### config.mk
export PLATFORM = sky130hd
export DESIGN_NAME = gfbl_link
export DESIGN_NICKNAME = d
export VERILOG_FILES = /design/src/gfbl_pkg.sv /design/src/gfbl_fifo.sv /design/src/gfbl_link.sv
export SDC_FILE = /design/constraint.sdc
export NUM_CORES = 1
export LEC_CHECK = 0
export ABC_CLOCK_PERIOD_IN_PS = 4200
export BUFFER_PORTS_ARGS = -buffer_cell sky130_fd_sc_hd__buf_2
export CORE_MARGIN = 5
export CORE_UTILIZATION = 62
export CTS_CLUSTER_SIZE = 28
export DETAILED_ROUTE_END_ITERATION = 7
export HOLD_SLACK_MARGIN = 0.06
export PLACE_DENSITY = 0.8
export SYNTH_ARGS = -nofsm -noshare
export SYNTH_HDL_FRONTEND = slang
export SYNTH_SLANG_ARGS = --single-unit
### constraint.sdc
create_clock -name clk -period 4.2 [get_ports clk]
set_input_delay 0.21 -clock clk [delete_from_list [all_inputs] [get_ports clk]]
set_output_delay 0.21 -clock clk [all_outputs]
set_load 0.1 [all_outputs]
### src/gfbl_pkg.sv
// Shared constants and types for the parallel FPGA link port
package gfbl_pkg;
    // Clock and timing
    localparam int CLK_PERIOD_NS = 10;
    localparam int RESP_WAIT_NS = 250;
    localparam int RESP_WAIT_CYC = (RESP_WAIT_NS + CLK_PERIOD_NS - 1)
        / CLK_PERIOD_NS;
    localparam int PIN_HOLD_NS = 20;
    localparam int PIN_HOLD_CYC = (PIN_HOLD_NS + CLK_PERIOD_NS - 1)
        / CLK_PERIOD_NS;

    // Link widths
    localparam int DATA_W = 32;
    localparam int CTRL_W = 3;
    localparam int FIFO_DEPTH = 32;

    // Register map, byte addresses
    localparam int ADDR_W = 8;
    localparam logic [7:0] REG_DATA = 8'h00;
    localparam logic [7:0] REG_CTRL = 8'h04;
    localparam logic [7:0] REG_SAMPLE = 8'h08;
    localparam logic [7:0] REG_RDATA = 8'h0c;
    localparam logic [7:0] REG_STATUS = 8'h10;

    // Control register fields
    localparam int CTRL_START_BIT = 0;
    localparam int CTRL_WR_BIT = 1;
    localparam int CTRL_RD_BIT = 2;

    // Status register fields
    localparam int STAT_DONE_BIT = 0;
    localparam int STAT_BUSY_BIT = 1;
    localparam int STAT_EMPTY_BIT = 2;
    localparam int STAT_FULL_BIT = 3;
    localparam int STAT_OE_BIT = 4;

    // Bus answers and reset values
    localparam logic [1:0] RESP_OKAY = 2'h0;
    localparam logic [1:0] RESP_SLVERR = 2'h2;
    localparam logic [3:0] STRB_FULL = 4'hf;
    localparam logic [31:0] WORD_ZERO = 32'h0000_0000;
    localparam logic [2:0] CTRL_CLEAR = 3'h0;

    // Queued pin operations
    typedef enum logic [1:0] {
        OP_DRIVE,
        OP_CTRL,
        OP_SAMPLE
    } gfbl_op_t;

    localparam int OP_W = 2;
    localparam int CMD_W = OP_W + DATA_W;

    typedef enum logic [1:0] {
        ST_RUN,
        ST_HOLD,
        ST_WAIT
    } gfbl_state_t;
endpackage : gfbl_pkg

### src/gfbl_fifo.sv
// Command FIFO with registered output stage
`timescale 1ns/1ps
`default_nettype none
module gfbl_fifo #(
    parameter int WIDTH = 34,
    parameter int DEPTH = 32
) (
    // Clock and reset
    input wire logic clk,
    input wire logic rst_n,
    // Fill side
    input wire logic in_valid,
    output logic in_ready,
    input wire logic [WIDTH-1:0] in_data,
    // Drain side
    output logic out_valid,
    input wire logic out_ready,
    output logic [WIDTH-1:0] out_data,
    // State
    output logic empty,
    output logic full
);
    localparam int PW = $clog2(DEPTH);

    if (DEPTH < 2 || (DEPTH & (DEPTH - 1)) != 0) begin : g_chk
        $error("gfbl_fifo: DEPTH must be a power of two, at least 2");
    end

    logic [WIDTH-1:0] mem_q [DEPTH];
    logic [PW-1:0] wr_ptr_q;
    logic [PW-1:0] rd_ptr_q;
    logic [PW:0] cnt_q;
    logic out_valid_q;
    logic [WIDTH-1:0] out_data_q;
    wire logic push;
    wire logic load;
    wire logic pop;

    // Room counts storage words only; the output stage holds one more
    assign in_ready = (cnt_q < (PW+1)'(DEPTH));
    assign push = in_valid && in_ready;
    assign pop = out_valid_q && out_ready;
    // Output register refills while being drained, no bubble
    assign load = (cnt_q != '0) && (!out_valid_q || out_ready);
    assign out_valid = out_valid_q;
    assign out_data = out_data_q;
    assign empty = (cnt_q == '0) && !out_valid_q;
    assign full = !in_ready;

    always_ff @(posedge clk) begin
        if (push) begin
            mem_q[wr_ptr_q] <= in_data;
        end
    end

    always_ff @(posedge clk or negedge rst_n) begin
        if (!rst_n) begin
            wr_ptr_q <= '0;
            rd_ptr_q <= '0;
            cnt_q <= '0;
            out_valid_q <= 1'b0;
            out_data_q <= '0;
        end else begin
            wr_ptr_q <= wr_ptr_q + PW'(push);
            rd_ptr_q <= rd_ptr_q + PW'(load);
            cnt_q <= cnt_q + (PW+1)'(push) - (PW+1)'(load);
            if (load) begin
                out_data_q <= mem_q[rd_ptr_q];
            end
            if (load) begin
                out_valid_q <= 1'b1;
            end else if (pop) begin
                out_valid_q <= 1'b0;
            end
        end
    end
endmodule : gfbl_fifo
`default_nettype wire

### src/gfbl_link.sv
// Software-driven parallel link port towards FPGA logic
//
// The register offsets and the AXI4-Lite register port were decided locally.
`timescale 1ns/1ps
`default_nettype none
module gfbl_link
    import gfbl_pkg::*;
#(
    parameter int RESP_CYC = RESP_WAIT_CYC,
    parameter int HOLD_CYC = PIN_HOLD_CYC,
    parameter int DEPTH = FIFO_DEPTH
) (
    // Clock and reset
    input wire logic clk,
    input wire logic rst_n,
    // AXI4-Lite write address
    input wire logic s_axi_awvalid,
    output logic s_axi_awready,
    input wire logic [ADDR_W-1:0] s_axi_awaddr,
    // AXI4-Lite write data
    input wire logic s_axi_wvalid,
    output logic s_axi_wready,
    input wire logic [31:0] s_axi_wdata,
    input wire logic [3:0] s_axi_wstrb,
    // AXI4-Lite write response
    output logic s_axi_bvalid,
    input wire logic s_axi_bready,
    output logic [1:0] s_axi_bresp,
    // AXI4-Lite read address
    input wire logic s_axi_arvalid,
    output logic s_axi_arready,
    input wire logic [ADDR_W-1:0] s_axi_araddr,
    // AXI4-Lite read data
    output logic s_axi_rvalid,
    input wire logic s_axi_rready,
    output logic [31:0] s_axi_rdata,
    output logic [1:0] s_axi_rresp,
    // Shared data path to the FPGA
    input wire logic [DATA_W-1:0] pio_data_i,
    output logic [DATA_W-1:0] pio_data_o,
    output logic pio_data_oe,
    // Control lines to the FPGA
    output logic pio_start,
    output logic pio_wr,
    output logic pio_rd
);
    // Both waits load a 16-bit down-counter
    if (RESP_CYC < 1 || HOLD_CYC < 1 || RESP_CYC > 65536
            || HOLD_CYC > 65536) begin : g_chk
        $error("gfbl_link: RESP_CYC and HOLD_CYC must be 1 to 65536");
    end

    // Write channel holding registers
    logic aw_held_q;
    logic [ADDR_W-1:0] aw_addr_q;
    logic w_held_q;
    logic [31:0] w_data_q;
    logic [3:0] w_strb_q;
    logic bvalid_q;
    logic [1:0] bresp_q;
    // Read channel
    logic rvalid_q;
    logic [31:0] rdata_q;
    logic [1:0] rresp_q;
    // Pin side
    logic [DATA_W-1:0] dout_q;
    logic oe_q;
    logic [CTRL_W-1:0] ctrl_q;
    logic [DATA_W-1:0] sample_q;
    logic done_q;
    gfbl_state_t state_q;
    logic [15:0] cnt_q;
    // FIFO wiring
    logic fifo_in_ready;
    logic fifo_out_valid;
    logic [CMD_W-1:0] fifo_out_data;
    logic fifo_empty;
    logic fifo_full;

    // Write decode
    wire logic wr_is_data = (aw_addr_q == REG_DATA);
    wire logic wr_is_ctrl = (aw_addr_q == REG_CTRL);
    wire logic wr_is_smpl = (aw_addr_q == REG_SAMPLE);
    wire logic wr_queued = wr_is_data || wr_is_ctrl || wr_is_smpl;
    wire logic wr_ok = wr_queued && (w_strb_q == STRB_FULL);
    wire logic wr_both = aw_held_q && w_held_q && !bvalid_q;
    // Full FIFO stalls the write response, so software waits
    wire logic wr_fire = wr_both && (!wr_ok || fifo_in_ready);
    wire logic push = wr_fire && wr_ok;
    wire gfbl_op_t push_op = wr_is_data ? OP_DRIVE
        : (wr_is_ctrl ? OP_CTRL : OP_SAMPLE);
    wire logic [CMD_W-1:0] push_cmd = {push_op, w_data_q};

    // Read decode
    wire logic rd_take = s_axi_arvalid && !rvalid_q;
    wire logic [31:0] status_word = {27'h000_0000, oe_q, fifo_full,
        fifo_empty, (state_q != ST_RUN) || !fifo_empty, done_q};
    wire logic rd_hit = (s_axi_araddr == REG_DATA)
        || (s_axi_araddr == REG_CTRL) || (s_axi_araddr == REG_SAMPLE)
        || (s_axi_araddr == REG_RDATA) || (s_axi_araddr == REG_STATUS);
    wire logic [31:0] rd_word =
        (s_axi_araddr == REG_DATA) ? dout_q
        : (s_axi_araddr == REG_CTRL) ? {29'h0000_0000, ctrl_q}
        : (s_axi_araddr == REG_RDATA) ? sample_q
        : (s_axi_araddr == REG_STATUS) ? status_word : WORD_ZERO;
    wire logic rd_clear = rd_take && (s_axi_araddr == REG_RDATA);

    // Executor decode
    wire gfbl_op_t pop_op = gfbl_op_t'(fifo_out_data[CMD_W-1:DATA_W]);
    wire logic [DATA_W-1:0] pop_word = fifo_out_data[DATA_W-1:0];
    wire logic pop = fifo_out_valid && (state_q == ST_RUN);
    wire logic cnt_zero = (cnt_q == 16'h0000);
    wire logic sample_now = (state_q == ST_WAIT) && cnt_zero;

    assign s_axi_awready = !aw_held_q && !bvalid_q;
    assign s_axi_wready = !w_held_q && !bvalid_q;
    assign s_axi_bvalid = bvalid_q;
    assign s_axi_bresp = bresp_q;
    assign s_axi_arready = !rvalid_q;
    assign s_axi_rvalid = rvalid_q;
    assign s_axi_rdata = rdata_q;
    assign s_axi_rresp = rresp_q;
    assign pio_data_o = dout_q;
    assign pio_data_oe = oe_q;
    assign pio_start = ctrl_q[CTRL_START_BIT];
    assign pio_wr = ctrl_q[CTRL_WR_BIT];
    assign pio_rd = ctrl_q[CTRL_RD_BIT];

    gfbl_fifo #(
        .WIDTH(CMD_W),
        .DEPTH(DEPTH)
    ) u_fifo (
        .clk(clk),
        .rst_n(rst_n),
        .in_valid(push),
        .in_ready(fifo_in_ready),
        .in_data(push_cmd),
        .out_valid(fifo_out_valid),
        .out_ready(state_q == ST_RUN),
        .out_data(fifo_out_data),
        .empty(fifo_empty),
        .full(fifo_full)
    );

    // Write address and data taken in either order
    always_ff @(posedge clk or negedge rst_n) begin
        if (!rst_n) begin
            aw_held_q <= 1'b0;
            aw_addr_q <= '0;
            w_held_q <= 1'b0;
            w_data_q <= WORD_ZERO;
            w_strb_q <= '0;
        end else begin
            if (s_axi_awvalid && s_axi_awready) begin
                aw_held_q <= 1'b1;
                aw_addr_q <= s_axi_awaddr;
            end else if (wr_fire) begin
                aw_held_q <= 1'b0;
            end
            if (s_axi_wvalid && s_axi_wready) begin
                w_held_q <= 1'b1;
                w_data_q <= s_axi_wdata;
                w_strb_q <= s_axi_wstrb;
            end else if (wr_fire) begin
                w_held_q <= 1'b0;
            end
        end
    end

    always_ff @(posedge clk or negedge rst_n) begin
        if (!rst_n) begin
            bvalid_q <= 1'b0;
            bresp_q <= RESP_OKAY;
        end else if (wr_fire) begin
            bvalid_q <= 1'b1;
            bresp_q <= wr_ok ? RESP_OKAY : RESP_SLVERR;
        end else if (s_axi_bready) begin
            bvalid_q <= 1'b0;
        end
    end

    always_ff @(posedge clk or negedge rst_n) begin
        if (!rst_n) begin
            rvalid_q <= 1'b0;
            rdata_q <= WORD_ZERO;
            rresp_q <= RESP_OKAY;
        end else if (rd_take) begin
            rvalid_q <= 1'b1;
            rdata_q <= rd_word;
            rresp_q <= rd_hit ? RESP_OKAY : RESP_SLVERR;
        end else if (s_axi_rready) begin
            rvalid_q <= 1'b0;
        end
    end

    // Pin sequencer: each queued write changes the pins once
    always_ff @(posedge clk or negedge rst_n) begin
        if (!rst_n) begin
            state_q <= ST_RUN;
            cnt_q <= '0;
            dout_q <= WORD_ZERO;
            oe_q <= 1'b1;
            ctrl_q <= CTRL_CLEAR;
        end else begin
            unique case (state_q)
                ST_RUN: begin
                    if (pop && pop_op == OP_DRIVE) begin
                        dout_q <= pop_word;
                        oe_q <= 1'b1;
                    end
                    if (pop && pop_op == OP_CTRL) begin
                        ctrl_q <= pop_word[CTRL_W-1:0];
                    end
                    if (pop && pop_op == OP_SAMPLE) begin
                        oe_q <= 1'b0;
                        state_q <= ST_WAIT;
                        cnt_q <= 16'(RESP_CYC - 1);
                    end else if (pop) begin
                        // Minimum pin hold helps the far-end oversampler
                        state_q <= ST_HOLD;
                        cnt_q <= 16'(HOLD_CYC - 1);
                    end
                end
                ST_HOLD: begin
                    if (cnt_zero) begin
                        state_q <= ST_RUN;
                    end else begin
                        cnt_q <= cnt_q - 16'h0001;
                    end
                end
                ST_WAIT: begin
                    if (cnt_zero) begin
                        state_q <= ST_RUN;
                    end else begin
                        cnt_q <= cnt_q - 16'h0001;
                    end
                end
            endcase
        end
    end

    // Sampled word and sticky done; a new sample wins over the clear
    always_ff @(posedge clk or negedge rst_n) begin
        if (!rst_n) begin
            sample_q <= WORD_ZERO;
            done_q <= 1'b0;
        end else if (sample_now) begin
            sample_q <= pio_data_i;
            done_q <= 1'b1;
        end else if (rd_clear) begin
            done_q <= 1'b0;
        end
    end

    // Checks
    oe_off_sample_a: assert property (@(posedge clk) disable iff (!rst_n)
        pop && pop_op == OP_SAMPLE |=> !pio_data_oe && state_q == ST_WAIT)
        else $error("data lines not released for read");
    wait_len_a: assert property (@(posedge clk) disable iff (!rst_n)
        $rose(state_q == ST_WAIT) |-> cnt_q == 16'(RESP_CYC - 1))
        else $error("response wait length wrong");
    input_held_a: assert property (@(posedge clk) disable iff (!rst_n)
        state_q == ST_WAIT |-> !pio_data_oe)
        else $error("data lines driven during response wait");
    sample_value_a: assert property (@(posedge clk) disable iff (!rst_n)
        sample_now |=> done_q && sample_q == $past(pio_data_i))
        else $error("sampled word not captured");
    ctrl_cause_a: assert property (@(posedge clk) disable iff (!rst_n)
        !$stable(ctrl_q) |-> $past(pop) && $past(pop_op) == OP_CTRL)
        else $error("control lines moved without a command");
    data_cause_a: assert property (@(posedge clk) disable iff (!rst_n)
        !$stable(dout_q) |-> $past(pop) && $past(pop_op) == OP_DRIVE)
        else $error("data lines moved without a command");
    start_hold_a: assert property (@(posedge clk) disable iff (!rst_n)
        $rose(pio_start) |-> pio_start ##1 pio_start)
        else $error("start pulse too short for oversampling");
    full_stall_a: assert property (@(posedge clk) disable iff (!rst_n)
        wr_both && wr_ok && !fifo_in_ready |=> !s_axi_bvalid)
        else $error("write answered while queue full");
    drive_on_a: assert property (@(posedge clk) disable iff (!rst_n)
        pop && pop_op == OP_DRIVE |=> pio_data_oe
        && pio_data_o == $past(pop_word))
        else $error("address or data not driven");
    ctrl_load_a: assert property (@(posedge clk) disable iff (!rst_n)
        pop && pop_op == OP_CTRL |=>
        pio_start == $past(pop_word[CTRL_START_BIT])
        && pio_wr == $past(pop_word[CTRL_WR_BIT])
        && pio_rd == $past(pop_word[CTRL_RD_BIT]))
        else $error("control lines not set as queued");
    bad_write_a: assert property (@(posedge clk) disable iff (!rst_n)
        wr_fire && !wr_ok |=> s_axi_bvalid && s_axi_bresp == RESP_SLVERR)
        else $error("refused write not answered as error");
    bad_read_a: assert property (@(posedge clk) disable iff (!rst_n)
        rd_take && !rd_hit |=> s_axi_rvalid && s_axi_rdata == WORD_ZERO
        && s_axi_rresp == RESP_SLVERR)
        else $error("unmapped read not answered as error");
    done_src_a: assert property (@(posedge clk) disable iff (!rst_n)
        $rose(done_q) |-> $past(state_q) == ST_WAIT && !pio_data_oe)
        else $error("done raised outside a read wait");
endmodule : gfbl_link
`default_nettype wire

# Word level (Yosys, flattened, before mapping)
# Memory sizes are Yosys's and may differ from the RTL's. A register that Yosys moved wholly into a read port is not among the register bits.
# Cells that the tools add are included.
[totals]
reg_bits = 188
ramBits = 1088
inputBits = 91
out_inout_bits = 77
word_cells = 131
memories = 1
[memory_table]
columns = ["memory", "depth", "word_bits", "read_ports", "rd_clocked_by_memory_dff", "write_ports", "line", "text"]
rows = [
  ["u_fifo.mem_q", 32, 34, 1, 1, 1, "gfbl_fifo.sv:29", "logic [WIDTH-1:0] mem_q [DEPTH];"],
]
[op_classes]
n_addsub = 5
magnitude_cmp = 1
n_eq_ne = 14
mux = 31
n_reduce_logical = 58
[op_table]
columns = ["op", "count"]
rows = [
  ["$mux 32", 3],
  ["$mux 16", 3],
  ["$pmux 16 s2", 1],
  ["$eq 8x4->1 const B", 3],
  ["$logic_and 1x1->1", 19],
  ["$eq 8x3->1 const B", 2],
  ["$logic_not 16->1", 1],
  ["$logic_not 8->1", 2],
  ["$reduce_bool 2->1", 8],
  ["$sub 16x1->16 const B", 1],
  ["$mux 1", 15],
  ["$mux 2", 7],
  ["$add 5x1->5", 2],
  ["$reduce_and 2->1", 5],
  ["$logic_not 1->1", 9],
  ["$logic_or 1x1->1", 9],
  ["$eq 8x5->1 const B", 1],
  ["$add 6x1->6", 1],
  ["$logic_not 6->1", 1],
  ["$lt 6x6->1 const B", 1],
  ["$reduce_bool 6->1", 1],
  ["$sub 6x1->6", 1],
  ["$mux 5", 1],
  ["$eq 2x1->1 const B", 2],
  ["other kinds (8)", 10],
]

# Depth between registers and ports, before layout
[depth]
ltp_word = 11
ltp_mapped = 14
ltp_nobuf = 13

# Cells and area by module
# Synthesis repeated with hierarchy kept, for this count alone.
[unflattened]
cells_unflattened = 2939
area_unflattened_um2 = 51863.5
[modules_own_cells]
columns = ["mod", "n_inst", "cells_per_inst", "area_per_inst_um2", "seq_area_each_um2"]
rows = [
  ["gfbl_fifo", 1, 2377, 44715.4, 33947.6],
  ["gfbl_link", 1, 562, 7148.1, 4230.3],
]

# Worst setup path before layout
# No wires, ideal clock.
[synth_path]
path_kind = "flip-flop to flip-flop"
from = "register bvalid_q (netlist: s_axi_bvalid)"
to = "register w_data_q[10]"
setup_ps = 125
t_arrival_ps = 3494
required_time_ps = 4075
setup_slack_ps = 581
stages_incl_launch_ff = 6
path_buffers = 2
synth_period_minus_slack_ps = 3619
cell_sequence = "dfrtp_1 > nor2_1 > and2_1 > clkbuf_1 > clkbuf_1 > mux2_2"
[synth_between]
elab_chain_len = 3
[synth_rtl]
columns = ["item", "line", "text"]
rows = [
  ["start, declared", "gfbl_link.sv:59", "logic bvalid_q;"],
  ["start signal, assigned", "gfbl_link.sv:172", "bvalid_q <= 1'b0;"],
  ["start signal, assigned", "gfbl_link.sv:175", "bvalid_q <= 1'b1;"],
  ["start signal, assigned", "gfbl_link.sv:178", "bvalid_q <= 1'b0;"],
  ["$logic_not 1->1", "gfbl_link.sv:116", "assign s_axi_wready = !w_held_q && !bvalid_q;"],
  ["$logic_and 1x1->1", "gfbl_link.sv:116", ""],
  ["named net s_axi_wready", "gfbl_link.sv:22", "output logic s_axi_wready,"],
  ["$logic_and 1x1->1", "gfbl_link.sv:160", "if (s_axi_wvalid && s_axi_wready) begin"],
  ["end signal, assigned", "gfbl_link.sv:162", "w_data_q <= s_axi_wdata;"],
  ["end, declared", "gfbl_link.sv:57", "logic [31:0] w_data_q;"],
]
# The timed path passes the listed nets, and every way through them passes these cells.
# A chain may end at the register's enable or synchronous reset.

==> results.yml <==
run_status:
  status: "finished with violations"
  violations: "DRC"
sta:
  fin_worst_skew_ps: 28.8
  finalMaxSlewViolations: 0
  finalCriticalPeriod_ps: 3060
  rsz0062_at_grt: "false"
  slew_headroom_pct: 19.5
  finalCritPeriodShare_pct: 72.9
  worst_hold_slack_ps: 96.1
  fmax_ghz: 0.327
  finalHoldViolCount: 0
  fin_ws_ps: 1140
  worst_pin_slew_ps: 1210
  setup-tns-final_ps: 0
  setup_viol: 0
grt:
  grt_busiest_layer: "met2"
  gr-usage-all-layers_pct: 30.1
  grt_max_degree: 119
  grt_overflow_total: 0
  grt_pass1_vias: 29000
  grt_pass1_wl_mm: 191
  met3_usage_pct: 7.65
  grtUsageMet1_pct: 40.0
  met2_usage_pct: 49.4
  antenna_found_initial: 5
logic_synthesis:
  yosys.area.top_type: "edfxtp_1"
  synth.avg_cell_area_um2: 19.2
  synthTopCellsByArea: "edfxtp_1 (64%), dfrtp_1 (11%), mux4_2 (7.5%), mux2i_1 (5.4%), mux2_2 (1.8%)"
  synth-edff-count: 1088
  synth_cells: 2654
  yosysWarnings: 0
  yosys.area.top_type_share_pct: 64.2
  seq_area_frac_synth_pct: 75.1
  ys_async_sr_fraction_pct: 16.8
  syn_area_um2: 50900
  yosysUniqueCellTypes: 66
  ys_dominant_reg_cell: "edfxtp_1"
  ys_ff_latch: 1308
clock_tree:
  clk_latency_ps: 730
  tritoncts: "built"
  root_buffer: "clkbuf_16"
  cts_buffers: 131
  clock_sinks: 1308
  cts_resized: 0
  path_clk_slew_ps: 60
  cts_max_level: 4
  clockBufferDepth: 3
critical_path:
  startpoint: "u_fifo.rd_ptr_q[2]"
  crit_type: "reg -> reg"
  worstReg2RegStart: "u_fifo.rd_ptr_q[2]"
  cp.required_ps: 4850
  cp-start-kind: "flop"
  cp_max_fo: 52
  cp.arrival_ps: 3720
  endpoint_kind: "flop"
finish:
  multiInputGateArea_um2: 12200
  nets: 3080
  seq_area_um2: 38200
  layout_common_cells: "edfxtp_1 (1088), mux2i_1 (276), dfrtp_1 (215), mux4_2 (170), buf_2 (164)"
  drive_gt1_share_pct: 26.1
  mostFrequentLayoutCell: "edfxtp_1"
  n_fill_cell: 4558
  area_delta_synth_final_pct: 15.3
pwr:
  ir_worst_vdd_mv: 0.650
  powerDensity_nw_per_um2: 715
  p_leak_nw: 20.6
place:
  dp_slack_ps: 1290
  hpwl_mm: 69.7
  io_buffers: 165
  finalWeightedCongestion: 0.839
die:
  core_um2: 81700
  die-area_um2: 87900
  dieHeight_um: 296
  die_x_um: 296
  ioPinCount: 168
  rows: 105
  start_util_pct: 62.2
drt:
  drt-pass1-iter-count: 7
  drt_iter0_drc: 3820
  vias: 28300
  drtAntennaViolNets: 0
  vias_per_cell: 6.83
  totalWireLength_mm: 132
  routedWlPerCell_um: 31.8
  drc: 2
min_path:
  min_from: "s_axi_araddr[1]"
  min_path_type: "in -> reg"
flow_run:
  cap_violations: 0
[worst paths after layout]
kind | depth (start not counted) | endpoint | slack (ps)
max in group asynchronous | 3 | s_axi_rvalid | 3070
worst max register to register | 5 | u_fifo.out_data[26] | 1140
min in group asynchronous | 2 | s_axi_rdata[26] | 120
worst min-delay path | 5 | s_axi_rdata[4] | 100
worst min register to register | 2 | s_axi_rdata[4] | 480
worst max-delay path | 5 | u_fifo.out_data[26] | 1140
[worst max-delay path, cell delays in order (launching register included)]
cell	delay, ps
dfrtp_4	990
nand3_2	860
buf_4	540
o22ai_1	200
or3_1	190
o221a_2	180
[routing by layer]
layer | vias to the layer above | share of wire, %
li1 | 11400 | -
met1 | 14500 | 36
met2 | 2092 | 49
met3 | 332 | 12
met4 | 8 | 3.9
met5 | - | 0.044
[power breakdown]
part           switching (mW)  internal, mW
combinational            6.82          4.51
clock                    4.86          6.62
sequential               2.53          16.6
[registers in the layout, summed over array words and instances, names as in the netlist, 3 cells and up]
name,count
w_strb_q,4
sample_q,32
w_data_q,32
ctrl_q,3
u_fifo.out_data,34
pio_data_o,32
u_fifo.mem_q,1088
u_fifo.rd_ptr_q,5
cnt_q,16
s_axi_rdata,32
aw_addr_q,8
u_fifo.wr_ptr_q,5
u_fifo.cnt_q,6
[layout make-up]
| type | instances | share of cell area (%) |
|---|---|---|
| Clock inverter | 58 | 0.983 |
| Inverter | 27 | 0.173 |
| Clock buffer | 181 | 6.22 |
| Sequential cell | 1308 | 65.1 |
| Timing Repair Buffer | 336 | 4.38 |
| Antenna cell | 1 | 0.00427 |
| Multi-Input combinational cell | 1169 | 20.8 |
| Tap cell | 1070 | 2.28 |
[logic make-up after synthesis]
family                   synth area share (%)
XOR/XNOR                                0.155
AO/OA/AOI/OAI                            4.11
multiplexers                             15.7
AND/OR/NAND/NOR                          3.13
buffers and inverters                    1.48
flip-flops                               75.1
other                                 0.00737
adder cells (fa/ha/maj)                 0.408
[synth_stat cells, types with 34 or more instances]
cell,number
dfrtp_1,219
o221a_2,35
mux4_2,170
buf_2,43
mux2_2,83
o22a_1,34
mux2i_1,276
o22ai_1,69
nand2_1,56
nor2_1,145
o2111ai_1,34
edfxtp_1,1088
or3_1,40
clkbuf_1,87
[through the flow]
stage,instances,power [mW],utilization [%],area (µm²)
after detailed placement,3820,30.3,65.5,53500
after CTS,4149,41.8,71.8,58700
after floorplan,2655,26.7,-,50900
after global placement,3820,29.9,65.5,53500
final,4150,41.9,71.8,58700
after global routing,4149,43.3,71.8,58700
[repair_timing]
action / 4_1_cts / 5_1_grt
setup buffers: 0 / 0
hold buffers: 90 / 0
hold endpoints to repair: 161 / 0
Note: power is estimated with default switching activity, not from simulation.
